<file path="src/mrr_pkg.sv">
package mrr_pkg;

  // Register map, 8-bit offsets on the device register port
  localparam logic [7:0]  CELL_FOURTEEN_OFS = 8'h54;
  localparam logic [7:0]  BLOCK_OFS         = 8'h55;
  localparam logic [7:0]  TOTAL_OFS         = 8'h56;
  localparam logic [7:0]  FIRST_DIAG_OFS    = 8'h57;

  // Widths and field layout
  localparam int          REG_W       = 16;
  localparam int          CODE_W      = 14;
  localparam int          CODE_LSB    = 2;
  localparam int          NUM_CELLS   = 14;
  localparam int          SUM_W       = 20;

  // Cell code step is 5 V / 2^14; total step is four cell steps (about 1.22 mV)
  localparam int          TOTAL_SHIFT = 2;

  // Reset values, and TOTAL_MAX, the value the total saturates at
  localparam logic [15:0] CELL_FOURTEEN_RST = 16'h0000;
  localparam logic [15:0] BLOCK_RST         = 16'h0000;
  localparam logic [15:0] TOTAL_RST         = 16'h0000;
  localparam logic [15:0] FIRST_DIAG_RST    = 16'h0000;
  localparam logic [15:0] TOTAL_MAX   = 16'hFFFF;

  // Read data appears this many cycles after the read strobe
  localparam int          RD_LAT      = 1;

endpackage

</file>
<file path="src/mrr_result_regs.sv">
// How it works
// - Cell fourteen code sits in bits 15:2
// - Cell code spans a 5 V input
// - Skipped disabled cell keeps data; filter selects readback
// - Block code in bits 15:2, 65 V span
// - Skipped disabled block keeps data; filter selects readback
// - Total sums cells enabled in last scan
// - Total is unipolar, 1.22 mV step
// - Disabled channels' stale results excluded from total
// - Mixed unipolar and bipolar contributions summed correctly
// - Negative total clips to zero
// - First diagnostic code sits in bits 15:2
// - Diagnostic refreshed per acquisition, writes ignored
module mrr_result_regs (
  // Clock and reset
  input  wire logic                    i_sys_clk,
  input  wire logic                    i_rst_n,
  // Register port
  input  wire logic [7:0]              i_reg_addr,
  input  wire logic                    i_reg_rd,
  input  wire logic                    i_reg_wr,
  input  wire logic [15:0]             i_reg_wdata,
  output logic      [15:0]             o_reg_rdata,
  output logic                         o_reg_rvalid,
  // Scan results from the acquisition engine
  input  wire logic                    i_scan_done,
  input  wire logic [13:0]             i_cell_fourteen_code,
  input  wire logic                    i_cell_fourteen_valid,
  input  wire logic [13:0]             i_module_voltage_code,
  input  wire logic                    i_module_voltage_valid,
  input  wire logic [13:0]             i_first_diagnostic_code,
  input  wire logic                    i_first_diagnostic_valid,
  input  wire logic [3:0]              i_first_diagnostic_select,
  input  wire logic [195:0]            i_cell_codes,
  input  wire logic [13:0]             i_cell_bipolar,
  // Filter path and configuration
  input  wire logic [13:0]             i_filt_cell_fourteen_code,
  input  wire logic [13:0]             i_filt_module_voltage_code,
  input  wire logic                    i_filtered_readback_select,
  input  wire logic                    i_cell_measure_enable,
  input  wire logic                    i_module_voltage_measure_enable,
  input  wire logic [13:0]             i_measurement_enable_mask,
  // Status
  output logic      [3:0]              o_first_diagnostic_taken
);

  logic        [13:0]                  cell_fourteen_r;
  logic        [13:0]                  cell_negative;
  logic        [13:0]                  block_r;
  logic        [15:0]                  total_r;
  logic        [15:0]                  total_nxt;
  logic        [13:0]                  first_diag_r;
  logic        [3:0]                   diag_sel_r;
  logic signed [mrr_pkg::SUM_W-1:0]    sum_raw;
  logic        [15:0]                  rdata_nxt;

  // Raw cell code; a skipped conversion with the enable cleared leaves the old code
  always_ff @(posedge i_sys_clk or negedge i_rst_n) begin
    if (!i_rst_n) begin
      cell_fourteen_r <= mrr_pkg::CELL_FOURTEEN_RST[mrr_pkg::REG_W-1:mrr_pkg::CODE_LSB];
    end else if (i_scan_done && i_cell_fourteen_valid) begin
      cell_fourteen_r <= i_cell_fourteen_code;
    end
  end

  always_ff @(posedge i_sys_clk or negedge i_rst_n) begin
    if (!i_rst_n) begin
      block_r <= mrr_pkg::BLOCK_RST[15:2];
    end else if (i_scan_done && i_module_voltage_valid) begin
      block_r <= i_module_voltage_code;
    end
  end

  // Only codes enabled in this scan count, so stale register contents never leak in
  always_comb begin
    sum_raw = '0;
    for (int i = 0; i < mrr_pkg::NUM_CELLS; i++) begin
      if (i_measurement_enable_mask[i]) begin
        if (i_cell_bipolar[i]) begin
          sum_raw = sum_raw + mrr_pkg::SUM_W'($signed(i_cell_codes[i*mrr_pkg::CODE_W +: mrr_pkg::CODE_W]));
        end else begin
          sum_raw = sum_raw + $signed({6'h00, i_cell_codes[i*mrr_pkg::CODE_W +: mrr_pkg::CODE_W]});
        end
      end
    end
  end

  // Cells whose signed code is below zero; lets the clip check stand apart from the adder
  always_comb begin
    for (int i = 0; i < mrr_pkg::NUM_CELLS; i++) begin
      cell_negative[i] = i_cell_bipolar[i] && i_cell_codes[i*mrr_pkg::CODE_W+mrr_pkg::CODE_W-1];
    end
  end

  // Scale to the total step; clip below zero and saturate at the top
  always_comb begin
    if (sum_raw < 0) begin
      total_nxt = mrr_pkg::TOTAL_RST;
    end else if (sum_raw[mrr_pkg::SUM_W-1:mrr_pkg::TOTAL_SHIFT+16] != '0) begin
      total_nxt = mrr_pkg::TOTAL_MAX;
    end else begin
      total_nxt = sum_raw[mrr_pkg::TOTAL_SHIFT+15:mrr_pkg::TOTAL_SHIFT];
    end
  end

  always_ff @(posedge i_sys_clk or negedge i_rst_n) begin
    if (!i_rst_n) begin
      total_r <= mrr_pkg::TOTAL_RST;
    end else if (i_scan_done) begin
      total_r <= total_nxt;
    end
  end

  always_ff @(posedge i_sys_clk or negedge i_rst_n) begin
    if (!i_rst_n) begin
      first_diag_r <= mrr_pkg::FIRST_DIAG_RST[mrr_pkg::REG_W-1:mrr_pkg::CODE_LSB];
      diag_sel_r   <= 4'h0;
    end else if (i_scan_done && i_first_diagnostic_valid) begin
      first_diag_r <= i_first_diagnostic_code;
      diag_sel_r <= i_first_diagnostic_select;
    end
  end

  // Read mux; writes are decoded nowhere, so every result stays read-only
  always_comb begin
    case (i_reg_addr)
      mrr_pkg::CELL_FOURTEEN_OFS: begin
        rdata_nxt = {i_filtered_readback_select ? i_filt_cell_fourteen_code : cell_fourteen_r,
                     2'b00};
      end
      mrr_pkg::BLOCK_OFS: begin
        rdata_nxt = {i_filtered_readback_select ? i_filt_module_voltage_code : block_r, 2'b00};
      end
      mrr_pkg::TOTAL_OFS: begin
        rdata_nxt = total_r;
      end
      mrr_pkg::FIRST_DIAG_OFS: begin
        rdata_nxt = {first_diag_r, 2'b00};
      end
      default: begin
        rdata_nxt = 16'h0000;
      end
    endcase
  end

  always_ff @(posedge i_sys_clk or negedge i_rst_n) begin
    if (!i_rst_n) begin
      o_reg_rdata  <= 16'h0000;
      o_reg_rvalid <= 1'b0;
    end else begin
      o_reg_rvalid <= i_reg_rd;
      if (i_reg_rd) begin
        o_reg_rdata <= rdata_nxt;
      end
    end
  end

  always_ff @(posedge i_sys_clk or negedge i_rst_n) begin
    if (!i_rst_n) begin
      o_first_diagnostic_taken <= 4'h0;
    end else begin
      o_first_diagnostic_taken <= diag_sel_r;
    end
  end

  property p_cell_upd;
    @(posedge i_sys_clk) disable iff (!i_rst_n)
    i_scan_done && i_cell_fourteen_valid |=> cell_fourteen_r == $past(i_cell_fourteen_code);
  endproperty
  a_cell_upd: assert property (p_cell_upd) else $error("cell code not captured");

  property p_cell_hold;
    @(posedge i_sys_clk) disable iff (!i_rst_n)
    i_scan_done && !i_cell_measure_enable && !i_cell_fourteen_valid |=> $stable(cell_fourteen_r);
  endproperty
  a_cell_hold: assert property (p_cell_hold) else $error("skipped cell changed data");

  property p_block_hold;
    @(posedge i_sys_clk) disable iff (!i_rst_n)
    i_scan_done && !i_module_voltage_measure_enable && !i_module_voltage_valid |=> $stable(block_r);
  endproperty
  a_block_hold: assert property (p_block_hold) else $error("skipped block changed data");

  property p_block_read;
    @(posedge i_sys_clk) disable iff (!i_rst_n)
    i_reg_rd && i_reg_addr == mrr_pkg::BLOCK_OFS && !i_filtered_readback_select
      |=> o_reg_rvalid && o_reg_rdata == {$past(block_r), 2'b00};
  endproperty
  a_block_read: assert property (p_block_read) else $error("block readback wrong");

  property p_total_empty;
    @(posedge i_sys_clk) disable iff (!i_rst_n)
    i_scan_done && i_measurement_enable_mask == 14'h0000 |=> total_r == 16'h0000;
  endproperty
  a_total_empty: assert property (p_total_empty) else $error("disabled cells counted");

  property p_total_clip;
    @(posedge i_sys_clk) disable iff (!i_rst_n)
    i_scan_done && sum_raw < 0 |=> total_r == 16'h0000 ##1 ($past(i_scan_done) || total_r == 16'h0000);
  endproperty
  a_total_clip: assert property (p_total_clip) else $error("negative total not clipped");

  property p_total_hold;
    @(posedge i_sys_clk) disable iff (!i_rst_n)
    !i_scan_done |=> $stable(total_r);
  endproperty
  a_total_hold: assert property (p_total_hold) else $error("total moved between scans");

  property p_total_read;
    @(posedge i_sys_clk) disable iff (!i_rst_n)
    i_reg_rd && i_reg_addr == mrr_pkg::TOTAL_OFS |=> o_reg_rdata == $past(total_r);
  endproperty
  a_total_read: assert property (p_total_read) else $error("total readback wrong");

  property p_diag_upd;
    @(posedge i_sys_clk) disable iff (!i_rst_n)
    i_scan_done && i_first_diagnostic_valid |=> first_diag_r == $past(i_first_diagnostic_code) ##1
      (o_first_diagnostic_taken == $past(i_first_diagnostic_select, 2));
  endproperty
  a_diag_upd: assert property (p_diag_upd) else $error("diagnostic not refreshed");

  property p_wr_ignored;
    @(posedge i_sys_clk) disable iff (!i_rst_n)
    i_reg_wr && !i_scan_done |=> $stable(first_diag_r) && $stable(cell_fourteen_r) && $stable(block_r);
  endproperty
  a_wr_ignored: assert property (p_wr_ignored) else $error("write altered a result");

  property p_low_zero;
    @(posedge i_sys_clk) disable iff (!i_rst_n)
    i_reg_rd && i_reg_addr != mrr_pkg::TOTAL_OFS |=> o_reg_rvalid && o_reg_rdata[1:0] == 2'b00;
  endproperty
  a_low_zero: assert property (p_low_zero) else $error("unused low bits set");

  property p_cell_read;
    @(posedge i_sys_clk) disable iff (!i_rst_n)
    i_reg_rd && i_reg_addr == mrr_pkg::CELL_FOURTEEN_OFS && !i_filtered_readback_select
      |=> o_reg_rdata == {$past(cell_fourteen_r), 2'b00};
  endproperty
  a_cell_read: assert property (p_cell_read) else $error("cell readback wrong");

  property p_cell_filt_read;
    @(posedge i_sys_clk) disable iff (!i_rst_n)
    i_reg_rd && i_reg_addr == mrr_pkg::CELL_FOURTEEN_OFS && i_filtered_readback_select
      |=> o_reg_rdata == {$past(i_filt_cell_fourteen_code), 2'b00};
  endproperty
  a_cell_filt_read: assert property (p_cell_filt_read) else $error("filtered cell readback wrong");

  property p_block_upd;
    @(posedge i_sys_clk) disable iff (!i_rst_n)
    i_scan_done && i_module_voltage_valid |=> block_r == $past(i_module_voltage_code);
  endproperty
  a_block_upd: assert property (p_block_upd) else $error("block code not captured");

  property p_block_filt_read;
    @(posedge i_sys_clk) disable iff (!i_rst_n)
    i_reg_rd && i_reg_addr == mrr_pkg::BLOCK_OFS && i_filtered_readback_select
      |=> o_reg_rdata == {$past(i_filt_module_voltage_code), 2'b00};
  endproperty
  a_block_filt_read: assert property (p_block_filt_read) else $error("filtered block readback wrong");

  property p_diag_read;
    @(posedge i_sys_clk) disable iff (!i_rst_n)
    i_reg_rd && i_reg_addr == mrr_pkg::FIRST_DIAG_OFS |=> o_reg_rdata == {$past(first_diag_r), 2'b00};
  endproperty
  a_diag_read: assert property (p_diag_read) else $error("diagnostic readback wrong");

  property p_diag_hold;
    @(posedge i_sys_clk) disable iff (!i_rst_n)
    i_scan_done && !i_first_diagnostic_valid |=> $stable(first_diag_r);
  endproperty
  a_diag_hold: assert property (p_diag_hold) else $error("diagnostic moved without result");

  property p_read_answer;
    @(posedge i_sys_clk) disable iff (!i_rst_n)
    i_reg_rd |=> o_reg_rvalid;
  endproperty
  a_read_answer: assert property (p_read_answer) else $error("read not answered");

  property p_rvalid_pulse;
    @(posedge i_sys_clk) disable iff (!i_rst_n)
    !i_reg_rd |=> !o_reg_rvalid;
  endproperty
  a_rvalid_pulse: assert property (p_rvalid_pulse) else $error("read valid without read");

  property p_rdata_hold;
    @(posedge i_sys_clk) disable iff (!i_rst_n)
    !i_reg_rd |=> $stable(o_reg_rdata);
  endproperty
  a_rdata_hold: assert property (p_rdata_hold) else $error("read data moved without read");

  property p_unmapped_read;
    @(posedge i_sys_clk) disable iff (!i_rst_n)
    i_reg_rd && (i_reg_addr < mrr_pkg::CELL_FOURTEEN_OFS || i_reg_addr > mrr_pkg::FIRST_DIAG_OFS)
      |=> o_reg_rdata == 16'h0000;
  endproperty
  a_unmapped_read: assert property (p_unmapped_read) else $error("unmapped read not zero");

  property p_total_single;
    @(posedge i_sys_clk) disable iff (!i_rst_n)
    i_scan_done && i_measurement_enable_mask == 14'h0001 && !i_cell_bipolar[0]
      |=> total_r == {4'h0, $past(i_cell_codes[13:2])};
  endproperty
  a_total_single: assert property (p_total_single) else $error("total scale wrong");

  property p_total_negative;
    @(posedge i_sys_clk) disable iff (!i_rst_n)
    i_scan_done && i_measurement_enable_mask != 14'h0000 && (i_measurement_enable_mask & ~cell_negative) == 14'h0000
      |=> total_r == 16'h0000;
  endproperty
  a_total_negative: assert property (p_total_negative) else $error("all negative total not zero");

endmodule // mrr_result_regs
</file>
<file path="config.mk">
export PLATFORM = sky130hd
export DESIGN_NAME = mrr_result_regs
export DESIGN_NICKNAME = d
export VERILOG_FILES = /design/src/mrr_pkg.sv /design/src/mrr_result_regs.sv
export SDC_FILE = /design/constraint.sdc
export NUM_CORES = 1
export LEC_CHECK = 0
export ABC_AREA = 0
export CORE_AREA = 2 2 280 282
export CTS_CLUSTER_DIAMETER = 40
export CTS_CLUSTER_SIZE = 28
export DETAILED_ROUTE_END_ITERATION = 10
export DIE_AREA = 0 0 282 284
export DONT_BUFFER_PORTS = 1
export HOLD_SLACK_MARGIN = 0.08
export SETUP_SLACK_MARGIN = 0.05
export SLEW_MARGIN = 20
export SYNTH_ARGS = -nofsm -noshare
export SYNTH_HDL_FRONTEND = slang
export SYNTH_SLANG_ARGS = --single-unit
</file>
<file path="constraint.sdc">
create_clock -name i_sys_clk -period 1 [get_ports i_sys_clk]
set_input_delay 0 -clock i_sys_clk [delete_from_list [all_inputs] [get_ports i_sys_clk]]
set_output_delay 0 -clock i_sys_clk [all_outputs]
set_load 0.02 [all_outputs]
</file>
## Word level (Yosys, flattened, before mapping)

Index checks and enable logic that the tools add are counted.

| storage, ports and cells | value |
|---|---|
| flip-flop bits (word level) | 83 |
| input bits | 333 |
| output and inout port bits | 21 |
| word-level logic and storage cells | 76 |

| operators by class | value |
|---|---|
| add/subtract/negate cells | 26 |
| magnitude comparators | 1 |
| equal/unequal tests | 4 |
| muxes and demuxes | 33 |
| reduce and logical (&&, ||, !) cells | 4 |

Operators by type and width:

| cell | number |
|---|---|
| $mux 20 | 28 |
| $add 20x14->20 | 13 |
| $add 20x15->20 | 13 |
| $pmux 16 s4 | 1 |
| $eq 8x7->1 const B | 4 |
| $mux 16 | 2 |
| $mux 14 | 2 |
| $lt 20x1->1 const B | 1 |
| $logic_and 1x1->1 | 3 |
| $reduce_bool 2->1 | 1 |

## Depth between registers and ports, before layout

| depth | value |
|---|---|
| word-level depth | 44 |
| depth in mapped cells | 98 |
| depth with buffers taken out | 95 |

## Worst setup path before layout

OpenSTA, ideal clock, no wires.

| timing | value |
|---|---|
| path type | in2reg |
| start point | input i_measurement_enable_mask[0] |
| end point | register total_r[13] |
| library setup time | 0.094 ns |
| arrival time | 16.332 ns |
| data required time | 0.906 ns |
| slack | -15.426 ns |
| stages on the path | 90 |
| cell sequence | buf_2 clkbuf_1 nand2_1 inv_1 ha_1 fa_1 a21oi_1 o21bai_1 xor2_1 a21o_1 ha_1 and2_1 a221o_1 or3_1 a21oi_1 nor2_1 ha_1 o21a_1 [... 54 more ...] a21oi_1 a21oi_1 o21ai_0 ha_1 and3_1 a311o_1 xor2_1 mux2_2 ha_1 a21oi_1 o21ai_0 o41ai_1 xnor2_1 nand2_1 xnor2_1 xnor3_2 buf_6 a221oi_2 |

| between the ends | value |
|---|---|
| word-level cells in the longest chain between the ends | 43 |

RTL lines:

| element | RTL line | text |
|---|---|---|
| from (decl) | mrr_result_regs.sv:42 | `input wire logic [13:0] i_measurement_enable_mask,` |
| $mux 20 (*) | mrr_result_regs.sv:78 | `if (i_measurement_enable_mask[i]) begin` |
| $add 20x15->20 / $add 20x14->20 (equally long branches) | mrr_result_regs.sv:82, mrr_result_regs.sv:80 |  |
| $mux 20 | mrr_result_regs.sv:79 | `if (i_cell_bipolar[i]) begin` |
| $mux 20 (*) | mrr_result_regs.sv:78 |  |
| $add 20x15->20 / $add 20x14->20 (equally long branches) | mrr_result_regs.sv:82, mrr_result_regs.sv:80 |  |
| $mux 20 | mrr_result_regs.sv:79 |  |
| $mux 20 (*) | mrr_result_regs.sv:78 |  |
| $add 20x15->20 / $add 20x14->20 (equally long branches) | mrr_result_regs.sv:82, mrr_result_regs.sv:80 |  |
| [... 26 more ...] | n/a |  |
| $add 20x15->20 / $add 20x14->20 (equally long branches) | mrr_result_regs.sv:82, mrr_result_regs.sv:80 |  |
| $mux 20 | mrr_result_regs.sv:79 |  |
| $mux 20 (*) | mrr_result_regs.sv:78 |  |
| $add 20x15->20 / $add 20x14->20 (equally long branches) | mrr_result_regs.sv:82, mrr_result_regs.sv:80 |  |
| $mux 20 | mrr_result_regs.sv:79 |  |
| $mux 20 (*) | mrr_result_regs.sv:78 |  |
| branches (longest 2 deep; another with $lt 20x1->1) | n/a |  |
| $mux 16 (*) | mrr_result_regs.sv:97 | `if (sum_raw < 0) begin` |
| to (signal assigned) | mrr_result_regs.sv:108 | `total_r <= mrr_pkg::TOTAL_RST;` |
| to (signal assigned) | mrr_result_regs.sv:110 | `total_r <= total_nxt;` |
| to (decl) | mrr_result_regs.sv:50 | `logic [15:0] total_r;` |

Every way passes the cells marked *.
A chain may end at the register's enable or synchronous reset.

## Worst setup path in the final report

| timing | value |
|---|---|
| start point | input i_cell_codes[0] |
| end point | register total_r[5] |

| between the ends | value |
|---|---|
| word-level cells in the longest chain between the ends | 44 |

RTL lines:

| element | RTL line | text |
|---|---|---|
| from (decl) | mrr_result_regs.sv:34 | `input wire logic [195:0] i_cell_codes,` |
| $mux 20 (*) | mrr_result_regs.sv:79 |  |
| $mux 20 (*) | mrr_result_regs.sv:78 |  |
| $add 20x15->20 / $add 20x14->20 (equally long branches) | mrr_result_regs.sv:82, mrr_result_regs.sv:80 |  |
| $mux 20 | mrr_result_regs.sv:79 |  |
| $mux 20 (*) | mrr_result_regs.sv:78 |  |
| $add 20x15->20 / $add 20x14->20 (equally long branches) | mrr_result_regs.sv:82, mrr_result_regs.sv:80 |  |
| $mux 20 | mrr_result_regs.sv:79 |  |
| $mux 20 (*) | mrr_result_regs.sv:78 |  |
| [... 27 more ...] | n/a |  |
| $add 20x15->20 / $add 20x14->20 (equally long branches) | mrr_result_regs.sv:82, mrr_result_regs.sv:80 |  |
| $mux 20 | mrr_result_regs.sv:79 |  |
| $mux 20 (*) | mrr_result_regs.sv:78 |  |
| $add 20x15->20 / $add 20x14->20 (equally long branches) | mrr_result_regs.sv:82, mrr_result_regs.sv:80 |  |
| $mux 20 | mrr_result_regs.sv:79 |  |
| $mux 20 (*) | mrr_result_regs.sv:78 |  |
| branches (longest 2 deep; another with $lt 20x1->1) | n/a |  |
| $mux 16 (*) | mrr_result_regs.sv:97 |  |

Marked as above.

==> flow_summary.toml <==
[outcome]
status = "finished, violations left"
violations = "hold timing, setup timing"

[clocking]
numCtsBuffers = 9
clk_pin_slew_worst_paths_ps = 60
htree_levels = 3
insertion_delay_ps = 340
cts-root-buf = "clkbuf_16"
clock_sinks = 83
cts_tree = "built"
clk_path_buf_depth = 2

[drt]
avgViaCountPerCell = 5.06
dr_total_vias = 23500
drc = 0
drt-pass1-iter-count = 5
drt_wl_total_um = 83000
drtIter0Drc = 1292
route.detailed.wl_per_inst_um = 17.8
final_antenna_net_count = 0

[critical_path]
worst_r2r_endpoint = "o_reg_rdata[9]"
crit_family = "compound AO/OA/AOI/OAI gates"
start_kind = "input port"
critical_path_buf_inv_count = 22
critPathMostFrequentCell = "buf_4"
cp_data_required_time_ps = 1260
r2r-start = "first_diag_r[7]"
reg2reg_depth = 4
crit_arrival_ps = 15970
critPathKind = "in -> reg"
crit_fanout = 6
crit_path_top_delay_cell = "or3_4"
max_stage_delay_ps = 410
startpoint = "i_cell_codes[0]"
r2r_slack_ps = -140
worstSetupEndpointType = "flip-flop"

[floorplanning]
fp.dieArea_um2 = 80100
die_x_um = 282
initial_core_util = 0.248
core_um2 = 77000
die_h_um = 284
core.rowCount = 102
ios = 354

[timing]
hold_viol = 99
finClkSkew_ps = 9.70
period_share = 15.7
hold_slack_ps = -650
period_needed_ps = 15710
finalSetupViolCount = 30
maxSlewHeadroom = 0.449
max_freq_mhz = 63.7
tightest_slew_ps = 813
report.final.slew_viol_count = 0
rsz0062_at_grt = "yes"
postLayoutSetupSlackWorst_ps = -14710

[global_route]
grt_max_degree = 84
antenna_found_initial = 21
grt_pass1_wl_um = 126000
first_global_vias = 23200
gr-total-overflow = 0
grt.total_usage = 0.197

[place]
hpwl_um = 66300
portBuffers = 0
place.gp.congestion = 0.950

[synth]
yosys_most_used_dff = "dfrtp_1"
synth-edff-count = 0
syn_area_um2 = 19100
synthTopCellsByArea = "ha_1 (16%), dfrtp_1 (11%), a21oi_1 (5.7%)"
yosys_warnings = 0
synth_top_area_cell = "ha_1"
synthArstFlopShare = 1.00
synth_top_area_frac = 0.159
synth_cell_types = 94
ys_seq_elements = 83
synth.net_count = 3147
syn_avg_cell_area_um2 = 7.46
ys_seq_area_frac = 0.109
synthCells = 2559

[finish]
drive_gt1_frac = 0.409
layout.nets = 4188
syn_to_final_growth_pct = 60.2
final_util = 0.398

[run]
drv_cap = 0

[min_path]
hold_class = "in -> async"
==> cell usage after synthesis, types with 37 or more instances <==
master    instances
nand3_1          58
clkbuf_1         66
nor2_1          235
nand2_1         214
dfrtp_1          83
mux2i_1          62
nand2b_1         37
inv_1           131
nor3_1           53
o21ai_0         178
xnor2_1         107
mux2_2           90
xor2_1           67
a211oi_1         48
a21oi_1         216
o21a_1           63
ha_1            243
a21o_1           70
==> worst register-to-register path, stage by stage (launching register included) <==
cell and delay [ps]:
dfrtp_1 410, mux2i_2 230, o22ai_2 110, nor2_2 170
a21oi_1 90
==> metrics by stage <==
stage | instances | area [µm²] | setup slack (ps) | TNS (ps)
after floorplan | 2559 | 19600 | -14260 | -231420
after global placement | 4447 | 27500 | -15130 | -246410
after detailed placement | 4447 | 27500 | -15330 | -250200
after CTS | 4612 | 29800 | -14230 | -232260
after global routing | 4650 | 30600 | -15580 | -250500
final | 4653 | 30600 | -14710 | -236180
==> worst max-delay path by stage <==
stage	to	slack, ps	depth (start not counted)
finish	total_r[5]	-14710	99
CTS	total_r[5]	-14230	90
global placement	total_r[12]	-15130	90
global route	total_r[5]	-15580	94
detailed placement	total_r[0]	-15330	90
floorplan	total_r[13]	-14260	92
==> cells in the final DEF, fill, tap and decap left out, drive strengths merged, types with 10 or more instances in the layout <==
cell type and count:
buf 1047, nor2b 26, fa 12, clkbuf 10, xor2 67, o21bai 28, a31oi 32, nor3 54
a21oi 217, mux2i 62, xnor2 108, ha 243, o31ai 23, nor2 235, dlygate4sd3 65, inv 135
o22ai 28, nand4 11, o21ai 189, and3 24, nand2b 37, a21o 70, a211o 11, or2 19
a221oi 19, nand2 214, nand3 59, a21boi 10, dfrtp 83, a211oi 49, o21a 63, mux2 90
or3 19, o31a 15, o211ai 31, and2 32
==> routing by layer <==
metal / track usage / vias up / part of all wire
li1: - / 11600 / -
met1: 0.244 / 11100 / 0.42
met2: 0.337 / 622 / 0.47
met3: 0.0481 / 179 / 0.073
met4: 0.0555 / 24 / 0.036
met5: 0 / - / 0.0020
==> state kept, by name, indices dropped and copies added (netlist names) <==
| signal | flops |
|---|---|
| first_diag_r | 14 |
| total_r | 16 |
| o_reg_rvalid | 1 |
| o_reg_rdata | 16 |
| diag_sel_r | 4 |
| block_r | 14 |
| cell_fourteen_r | 14 |
| o_first_diagnostic_taken | 4 |
==> layout make-up <==
class | count | area, µm²
well taps | 1040 | 1300
flip-flops and latches | 83 | 2080
fillers | 7642 | 46400
repair buffers | 1112 | 8530
clock inverters | 6 | 47.5
multi-input cells | 2261 | 17900
clock buffers | 10 | 239
diodes | 8 | 20.0
inverters | 133 | 502
==> repair_timing <==
item / CTS / global route
endpoints found under the setup margin: 30 / 32
buffers inserted: 85 / 29
gates resized for setup: 145 / 124
hold buffers: 62 / 4
gates cloned: 2 / 0
hold endpoints to repair: 162 / 105
pin swaps: 89 / 114
==> cells by family after synthesis <==
family                   count (synthesis)  synth area share
AO/OA/AOI/OAI                          904             0.316
AND/OR/NAND/NOR                        769             0.190
adder cells (fa/ha/maj)                255             0.172
buffers and inverters                  217            0.0433
XOR/XNOR                               179            0.0855
multiplexers                           152            0.0855
flip-flops                              83             0.109
Power is left out: the tool's default activity adds up to more than one toggle a clock period on the data nets, which glitch-free logic cannot reach.
